[config.mk]
export PLATFORM = sky130hd
export DESIGN_NAME = pmr_result_regs
export DESIGN_NICKNAME = d
export VERILOG_FILES = /design/src/common/pmr_pkg.sv /design/src/verilog/pmr_result_regs.sv
export VERILOG_INCLUDE_DIRS = /design/src /design/src/common
export SDC_FILE = /design/constraint.sdc
export NUM_CORES = 2
export LEC_CHECK = 0
export ABC_AREA = 1
export BUFFER_PORTS_ARGS = -buffer_cell sky130_fd_sc_hd__buf_2
export CAP_MARGIN = 25
export CORE_ASPECT_RATIO = 0.8
export CORE_MARGIN = 3
export CORE_UTILIZATION = 52
export DETAILED_ROUTE_END_ITERATION = 6
export PLACE_DENSITY = 0.68
export RECOVER_POWER = 50
export SLEW_MARGIN = 5
export SYNTH_ARGS = -nofsm -noshare
export SYNTH_HDL_FRONTEND = slang
export SYNTH_SLANG_ARGS = --single-unit
[constraint.sdc]
create_clock -name clk -period 54.8 [get_ports clk]
set_clock_uncertainty 0.1 [all_clocks]
set_input_delay 16.44 -clock clk [delete_from_list [all_inputs] [get_ports clk]]
set_output_delay 16.44 -clock clk [all_outputs]
set_load 0.01 [all_outputs]
[src/common/pmr_result_regs_map.svh]
`ifndef PMR_RESULT_REGS_MAP_SVH
`define PMR_RESULT_REGS_MAP_SVH

// ---------------------------------------------------------------
// register offsets
// ---------------------------------------------------------------
`define PMR_CFG_ADDR 8'h00
`define PMR_SHUNT_ADDR 8'h01
`define PMR_BUS_ADDR 8'h02
`define PMR_POWER_ADDR 8'h03
`define PMR_CURRENT_ADDR 8'h04
`define PMR_CAL_ADDR 8'h05

// ---------------------------------------------------------------
// configuration fields and reset values
// ---------------------------------------------------------------
`define PMR_CFG_RST_BIT 15
`define PMR_AVG_MSB 11
`define PMR_AVG_LSB 9
`define PMR_BUSCT_MSB 8
`define PMR_BUSCT_LSB 6
`define PMR_SHCT_MSB 5
`define PMR_SHCT_LSB 3
`define PMR_MODE_CONT_BIT 2
`define PMR_MODE_BUS_BIT 1
`define PMR_MODE_SHUNT_BIT 0
`define PMR_CFG_RST 16'h4127
`define PMR_CFG_WMASK 16'h7FFF
`define PMR_CAL_RST 15'h0000
`define PMR_RESULT_RST 16'h0000

// ---------------------------------------------------------------
// timing, in ns, and cycle counts at the core clock
// ---------------------------------------------------------------
`define PMR_CLK_NS 8
`define PMR_CT0_NS 140000
`define PMR_CT1_NS 204000
`define PMR_CT2_NS 332000
`define PMR_CT3_NS 588000
`define PMR_CT4_NS 1100000
`define PMR_CT5_NS 2116000
`define PMR_CT6_NS 4156000
`define PMR_CT7_NS 8244000
`define PMR_CYC(ns) ((ns) / `PMR_CLK_NS)

// ---------------------------------------------------------------
// result scaling
// ---------------------------------------------------------------
`define PMR_CUR_SHIFT 11
`define PMR_PWR_DIV 20000

`endif

[src/common/pmr_pkg.sv]
package pmr_pkg;

    typedef enum logic [2:0] {
        PMR_IDLE,
        PMR_START,
        PMR_SHUNT,
        PMR_BUS,
        PMR_CALC_C,
        PMR_CALC_P
    } pmr_state_t;

    typedef struct packed {
        pmr_state_t state;
        logic [15:0] cfg;
        logic [14:0] cal;
        logic [15:0] shunt;
        logic [15:0] bus;
        logic [15:0] cur;
        logic [15:0] pwr;
        logic [20:0] timer;
        logic [10:0] samp;
        logic [25:0] acc_sh;
        logic [24:0] acc_bus;
        logic [15:0] rd_data;
        logic sh_act;
        logic bus_act;
    } pmr_regs_t;

endpackage

[src/verilog/pmr_result_regs.sv]
// Functional notes
// - shunt conversion time chosen by 3-bit code, 140us up to 8.244ms
// - mode codes 001/010/011 triggered, 101/110/111 continuous, per channel set
// - mode 000 or 100 powers down, no measurements
// - shunt result is 16-bit two's complement, zero after power-on
// - shunt result scaled 2.5uV per count, 7FFF is 81.9175mV
// - with averaging the shunt result shows the averaged value
// - bus result holds latest reading in bits 14..0, top bit zero
// - bus result scaled 1.25mV per count, 7FFF is 40.95875V
// - with averaging the bus result shows the averaged value
// - power step is 25 times the current step
// - power result is current times bus voltage in power steps
// - with averaging current and power are averaged values
// - current result is calibration times shunt result, divided by 2048, signed
// - calibration holds 15 writable bits, top bit zero, resets to zero
// - calibration sets current and power resolution
// - configuration write aborts conversion and restarts with new settings
// - averaging code selects 1,4,16,64,128,256,512 or 1024 samples
`include "pmr_result_regs_map.svh"

module pmr_result_regs #(
    parameter logic [7:0][20:0] CONV_CYCLES = {
        21'(`PMR_CYC(`PMR_CT7_NS)), 21'(`PMR_CYC(`PMR_CT6_NS)),
        21'(`PMR_CYC(`PMR_CT5_NS)), 21'(`PMR_CYC(`PMR_CT4_NS)),
        21'(`PMR_CYC(`PMR_CT3_NS)), 21'(`PMR_CYC(`PMR_CT2_NS)),
        21'(`PMR_CYC(`PMR_CT1_NS)), 21'(`PMR_CYC(`PMR_CT0_NS))
    }
) (
    input wire logic clk, // core clock
    input wire logic reset_n, // synchronous reset
    input wire logic [7:0] reg_addr, // register pointer
    input wire logic [15:0] reg_wdata, // write data
    input wire logic reg_wr, // write strobe
    input wire logic reg_rd, // read strobe
    input wire logic [15:0] adc_shunt_code, // shunt sample, two's complement
    input wire logic [14:0] adc_bus_code, // bus sample
    output logic [15:0] rd_data, // read data, one cycle after reg_rd
    output logic shunt_conv_active, // shunt channel converting
    output logic bus_conv_active // bus channel converting
);

    // ---------------------------------------------------------------
    // state
    // ---------------------------------------------------------------
    pmr_pkg::pmr_regs_t st;
    pmr_pkg::pmr_regs_t next_st;

    logic cfg_wr;
    logic cal_wr;
    logic [3:0] avg_shift;
    logic [2:0] shct;
    logic [2:0] busct;
    logic [31:0] cur_prod;
    logic [15:0] cur_mag;
    logic [30:0] pwr_prod;
    logic [30:0] pwr_quot;
    logic last_samp;

    assign cfg_wr = reg_wr && (reg_addr == `PMR_CFG_ADDR);
    assign cal_wr = reg_wr && (reg_addr == `PMR_CAL_ADDR);
    assign shct = st.cfg[`PMR_SHCT_MSB:`PMR_SHCT_LSB];
    assign busct = st.cfg[`PMR_BUSCT_MSB:`PMR_BUSCT_LSB];
    assign last_samp = (st.samp == 11'h000);

    // the current product keeps the sign of the shunt; cal is never negative
    assign cur_prod = 32'($signed(st.shunt) * $signed({1'b0, st.cal}));
    assign cur_mag = st.cur[15] ? 16'(-st.cur) : st.cur;
    assign pwr_prod = 31'(cur_mag * st.bus[14:0]);
    // dividing by the step ratio folds the 25x power step into the result
    assign pwr_quot = pwr_prod / 31'(`PMR_PWR_DIV);

    always_comb
    begin
        case (st.cfg[`PMR_AVG_MSB:`PMR_AVG_LSB])
            3'h0: avg_shift = 4'h0;
            3'h1: avg_shift = 4'h2;
            3'h2: avg_shift = 4'h4;
            3'h3: avg_shift = 4'h6;
            3'h4: avg_shift = 4'h7;
            3'h5: avg_shift = 4'h8;
            3'h6: avg_shift = 4'h9;
            default: avg_shift = 4'hA;
        endcase
    end

    // ---------------------------------------------------------------
    // next state
    // ---------------------------------------------------------------
    always_comb
    begin
        next_st = st;
        next_st.rd_data = `PMR_RESULT_RST;
        if (reg_rd)
        begin
            case (reg_addr)
                `PMR_CFG_ADDR: next_st.rd_data = st.cfg;
                `PMR_SHUNT_ADDR: next_st.rd_data = st.shunt;
                `PMR_BUS_ADDR: next_st.rd_data = st.bus;
                `PMR_POWER_ADDR: next_st.rd_data = st.pwr;
                `PMR_CURRENT_ADDR: next_st.rd_data = st.cur;
                `PMR_CAL_ADDR: next_st.rd_data = {1'b0, st.cal};
                default: next_st.rd_data = `PMR_RESULT_RST;
            endcase
        end

        case (st.state)
            pmr_pkg::PMR_IDLE:
            begin
                next_st.state = pmr_pkg::PMR_IDLE;
            end
            pmr_pkg::PMR_START:
            begin
                next_st.acc_sh = 26'h0;
                next_st.acc_bus = 25'h0;
                next_st.samp = 11'((11'h001 << avg_shift) - 11'h001);
                if (st.cfg[`PMR_MODE_SHUNT_BIT])
                begin
                    next_st.state = pmr_pkg::PMR_SHUNT;
                    next_st.timer = 21'(CONV_CYCLES[shct] - 21'h1);
                end
                else if (st.cfg[`PMR_MODE_BUS_BIT])
                begin
                    next_st.state = pmr_pkg::PMR_BUS;
                    next_st.timer = 21'(CONV_CYCLES[busct] - 21'h1);
                end
                else
                begin
                    next_st.state = pmr_pkg::PMR_IDLE;
                end
            end
            pmr_pkg::PMR_SHUNT:
            begin
                next_st.timer = 21'(st.timer - 21'h1);
                if (st.timer == 21'h0)
                begin
                    next_st.acc_sh = 26'($signed(st.acc_sh) + $signed(adc_shunt_code));
                    if (st.cfg[`PMR_MODE_BUS_BIT])
                    begin
                        next_st.state = pmr_pkg::PMR_BUS;
                        next_st.timer = 21'(CONV_CYCLES[busct] - 21'h1);
                    end
                    else if (last_samp)
                    begin
                        next_st.state = pmr_pkg::PMR_CALC_C;
                        // averaged value replaces the single sample
                        next_st.shunt = 16'($signed(next_st.acc_sh) >>> avg_shift);
                    end
                    else
                    begin
                        next_st.samp = 11'(st.samp - 11'h001);
                        next_st.timer = 21'(CONV_CYCLES[shct] - 21'h1);
                    end
                end
            end
            pmr_pkg::PMR_BUS:
            begin
                next_st.timer = 21'(st.timer - 21'h1);
                if (st.timer == 21'h0)
                begin
                    next_st.acc_bus = 25'(st.acc_bus + 25'(adc_bus_code));
                    if (last_samp)
                    begin
                        next_st.state = pmr_pkg::PMR_CALC_C;
                        next_st.bus = {1'b0, 15'(next_st.acc_bus >> avg_shift)};
                        if (st.cfg[`PMR_MODE_SHUNT_BIT])
                        begin
                            next_st.shunt = 16'($signed(st.acc_sh) >>> avg_shift);
                        end
                    end
                    else if (st.cfg[`PMR_MODE_SHUNT_BIT])
                    begin
                        next_st.samp = 11'(st.samp - 11'h001);
                        next_st.state = pmr_pkg::PMR_SHUNT;
                        next_st.timer = 21'(CONV_CYCLES[shct] - 21'h1);
                    end
                    else
                    begin
                        next_st.samp = 11'(st.samp - 11'h001);
                        next_st.timer = 21'(CONV_CYCLES[busct] - 21'h1);
                    end
                end
            end
            pmr_pkg::PMR_CALC_C:
            begin
                // derived from averaged inputs, so it is itself averaged
                next_st.cur = 16'($signed(cur_prod) >>> `PMR_CUR_SHIFT);
                next_st.state = pmr_pkg::PMR_CALC_P;
            end
            pmr_pkg::PMR_CALC_P:
            begin
                next_st.pwr = 16'(pwr_quot);
                if (st.cfg[`PMR_MODE_CONT_BIT])
                begin
                    next_st.state = pmr_pkg::PMR_START;
                end
                else
                begin
                    next_st.state = pmr_pkg::PMR_IDLE;
                end
            end
            default:
            begin
                next_st.state = pmr_pkg::PMR_IDLE;
            end
        endcase

        if (cal_wr)
        begin
            next_st.cal = reg_wdata[14:0];
        end
        if (cfg_wr)
        begin
            if (reg_wdata[`PMR_CFG_RST_BIT])
            begin
                next_st.cfg = `PMR_CFG_RST;
                next_st.cal = `PMR_CAL_RST;
                next_st.shunt = `PMR_RESULT_RST;
                next_st.bus = `PMR_RESULT_RST;
                next_st.cur = `PMR_RESULT_RST;
                next_st.pwr = `PMR_RESULT_RST;
            end
            else
            begin
                next_st.cfg = reg_wdata & `PMR_CFG_WMASK;
            end
            // partial accumulations are dropped so no sample mixes settings
            next_st.state = pmr_pkg::PMR_START;
        end
        next_st.sh_act = (next_st.state == pmr_pkg::PMR_SHUNT);
        next_st.bus_act = (next_st.state == pmr_pkg::PMR_BUS);
    end

    // ---------------------------------------------------------------
    // registers
    // ---------------------------------------------------------------
    always_ff @(posedge clk)
    begin
        if (!reset_n)
        begin
            st <= '{state: pmr_pkg::PMR_START, cfg: `PMR_CFG_RST, default: '0};
        end
        else
        begin
            st <= next_st;
        end
    end

    assign rd_data = st.rd_data;
    assign shunt_conv_active = st.sh_act;
    assign bus_conv_active = st.bus_act;
endmodule

==> reports/metrics.yaml <==
outcome: "finished with violations"
violations: "capacitance limit, slew limit"
place.gp.congestion: 0.9668
detailedRoute.firstIterationViolations: 3490
vias_per_cell: 5.388
yosys_register_bits: 232
synth_top_cell_by_area: "sky130_fd_sc_hd__fa_1"
grt_start_max_net_pins: 77
cts-resized-gates: 0
cts-buffers-inserted: 25
netlist_top_cells_area: "sky130_fd_sc_hd__fa_1 (20%), sky130_fd_sc_hd__nand2_1 (13%), sky130_fd_sc_hd__dfxtp_1 (12%)"
critPathKind: "input port to flop"
final_period_minus_worst_setup_slack_ns: 22.24
path_cells: "buf_2 > nor4_1 > inv_1 > nor2_1 > inv_1 > nor2_1 > clkbuf_1 > nand2_1 > o21ai_0 > clkbuf_1 > clkinv_1 > buf_4 > o21ai_0 > a21oi_1"
syn-mean-instance-area_um2: 6.877
cts_tree: "built"
core-area_mm2: 0.07461
post_synthesis_to_final_layout_area_growth_pct: 4.901
hold_path.class: "flop to flop"
clock_insertion_delay_worst_skew_ns: 0.56
power.density_cell_area_mw_per_mm2: 10.17
synth_nets: 6420
layout-drive-gt1-share_pct: 13.04
layout.filler_cells: 7316
die_w_um: 314.4
grt_first_pass_wirelength_um: 184000
gr-usage-met3_pct: 6.910
ir_worst_vdd_uv: 12.62
groute.usage.overall_pct: 28.51
post-route-drc-count: 0
gr-total-overflow: 0
final_power_uw: 422.1
fin_setup_tns_ns: 0
synth_sequential_area_ratio_pct: 11.74
crit_path_max_fo: 44
floorplan.io_pins: 77
area.sequential_mm2: 0.004644
critical_path_required_ns: 55.09
antenna_left: 0
number_of_port_buffers: 76
num_vias: 36190
cts_root_buf: "sky130_fd_sc_hd__clkbuf_16"
buffer_count_from_post_cts_setup_fixing: 0
cts-htree-levels: 1
mostFrequentLayoutCells: "sky130_fd_sc_hd__nand2_1 (1343), sky130_fd_sc_hd__inv_1 (1084), sky130_fd_sc_hd__nor2_1 (405)"
rsz_0062_raised_after_global_routing: "no"
grt.met1_usage_pct: 43.02
most_used_flip_flop_cell_after_synthesis: "sky130_fd_sc_hd__dfxtp_1"
synth.cell_area_mm2: 0.03957
clkSinkCount: 232
max_clock_freq_mhz: 44.97
clkTransAtPathRegs_ns: 0.06
grt_pass1_vias: 34460
syn_inst: 5754
startpoint_class_of_the_critical_path: "input port"
crit_slowest_cell: "sky130_fd_sc_hd__clkbuf_1"
postRouteWirelength_um: 112700
finalNonFillerCells: 6716
ctsLongestPathBuffers: 3
max_cap_viol_count: 3
slew_headroom_pct: -185.6
grt_antenna_before_repair: 6
use_met2_pct: 41.57
synth_warnings: 0
synth.top_cell.area_share_pct: 19.68
finalHoldViolCount: 0
timing.critical_path.arrival_ns: 22.53
critical_path_capture_point_type: "flop"
critPathTopFamily: "buffers and inverters"
crit_buf_inv: 7
start_util_pct: 53.04
final.period_utilization_pct: 40.58
drt_pre_antenna_iters: 5
detailed_place_hpwl_um: 90580
std_cell_rows: 89
most_common_cell_after_layout_fill_and_taps_aside: "sky130_fd_sc_hd__nand2_1"
async_reset_ff_share_pct: 0
netlist-cell-type-count: 81
max_stage_delay_ns: 1.48
synth_edf_count: 0
die_height_um: 252.7
tightest_slew_ns: 4.284
route.detailed.wl_per_inst_um: 16.78
leakage_power_nw: 21.66
placed_cells_incl_taps: 6667
finalMaxSlewViolations: 139
busiest_layer: "met1"
reg2reg_setup_slack_ns: 33.58
multi_input_comb_area_mm2: 0.02941
floorplan.die_area_mm2: 0.07947
design.final.nets: 6362
ctsHoldBuffers: 0
setup_violators_final: 0
cells by family (layout without fill, tap and decap cells):
group	Yosys count	in the layout	share of synthesized area (%)
simple gates	2598	2598	32.64
buf+inv	1401	1359	14.01
compound gates	776	776	11.79
fa+ha+maj	607	607	26.57
flops	232	232	11.74
xor+xnor	127	127	2.915
mux	12	12	0.3225
other cells	1	4	0.009476
path summary, 6_finish.rpt:
kind / startpoint / endpoint / cells after the start
max: reg_addr[7] / st[143]$_SDFF_PN0_ / 14
min reg2reg: st[27]$_SDFFE_PN0P_ / st[27]$_SDFFE_PN0P_ / 2
max reg2reg: st[117]$_SDFF_PN0_ / st[101]$_SDFF_PN0_ / 140
min: st[27]$_SDFFE_PN0P_ / st[27]$_SDFFE_PN0P_ / 2
layer usage:
layer / vias up / wire, um
met5: - / 50
met4: 8 / 2013
met3: 146 / 12010
met2: 1430 / 45620
met1: 16940 / 53010
li1: 17670 / -
where the power goes:
part / internal [mW] / leakage (nW) / switching [mW]
clock: 0.106 / 0.409 / 0.0757
combinational: 0.0182 / 19.4 / 0.0451
sequential: 0.173 / 1.88 / 0.00371
cell type report:
| class | count | area share (%) |
|---|---|---|
| Antenna cell | 3 | 0.01808 |
| Clock buffer | 33 | 1.628 |
| Clock inverter | 10 | 0.4190 |
| Inverter | 1176 | 10.79 |
| Multi-Input combinational cell | 4121 | 70.85 |
| Sequential cell | 232 | 11.19 |
| Tap cell | 1001 | 3.017 |
| Timing Repair Buffer | 140 | 2.086 |
worst min-delay path: stages, from the launching register on:
cell	delay, ns
sky130_fd_sc_hd__dfxtp_1	0.31
sky130_fd_sc_hd__nand2_1	0.06
sky130_fd_sc_hd__a21oi_1	0.06
stage by stage:
step	setup slack, ns	cell area [um2]	utilization (%)	hold slack [ns]
2_1_floorplan	34.22	39570	-	0.3242
3_3_place_gp	33.59	40620	54.45	0.3558
3_5_place_dp	33.60	40640	54.47	0.3645
4_1_cts	33.72	41490	55.61	0.3728
5_1_grt	31.67	41500	55.63	0.3926
6_report	32.56	41510	55.64	0.3704
cells in the mapped netlist (35+ instances only):
library cell	n
sky130_fd_sc_hd__fa_1	389
sky130_fd_sc_hd__o21ai_0	282
sky130_fd_sc_hd__inv_1	1086
sky130_fd_sc_hd__xor2_1	94
sky130_fd_sc_hd__inv_2	51
sky130_fd_sc_hd__a21oi_1	225
sky130_fd_sc_hd__ha_1	218
sky130_fd_sc_hd__nor2_2	46
sky130_fd_sc_hd__nand2_1	1344
sky130_fd_sc_hd__nand4_1	55
sky130_fd_sc_hd__nor2_1	407
sky130_fd_sc_hd__nand3_1	244
sky130_fd_sc_hd__nand2_2	165
sky130_fd_sc_hd__nor3_1	41
sky130_fd_sc_hd__nand2_4	139
sky130_fd_sc_hd__o211ai_1	35
sky130_fd_sc_hd__clkbuf_1	179
sky130_fd_sc_hd__dfxtp_1	232
sky130_fd_sc_hd__nor2_4	35
sky130_fd_sc_hd__nand3_2	35
(Power assumes the default switching activity.)
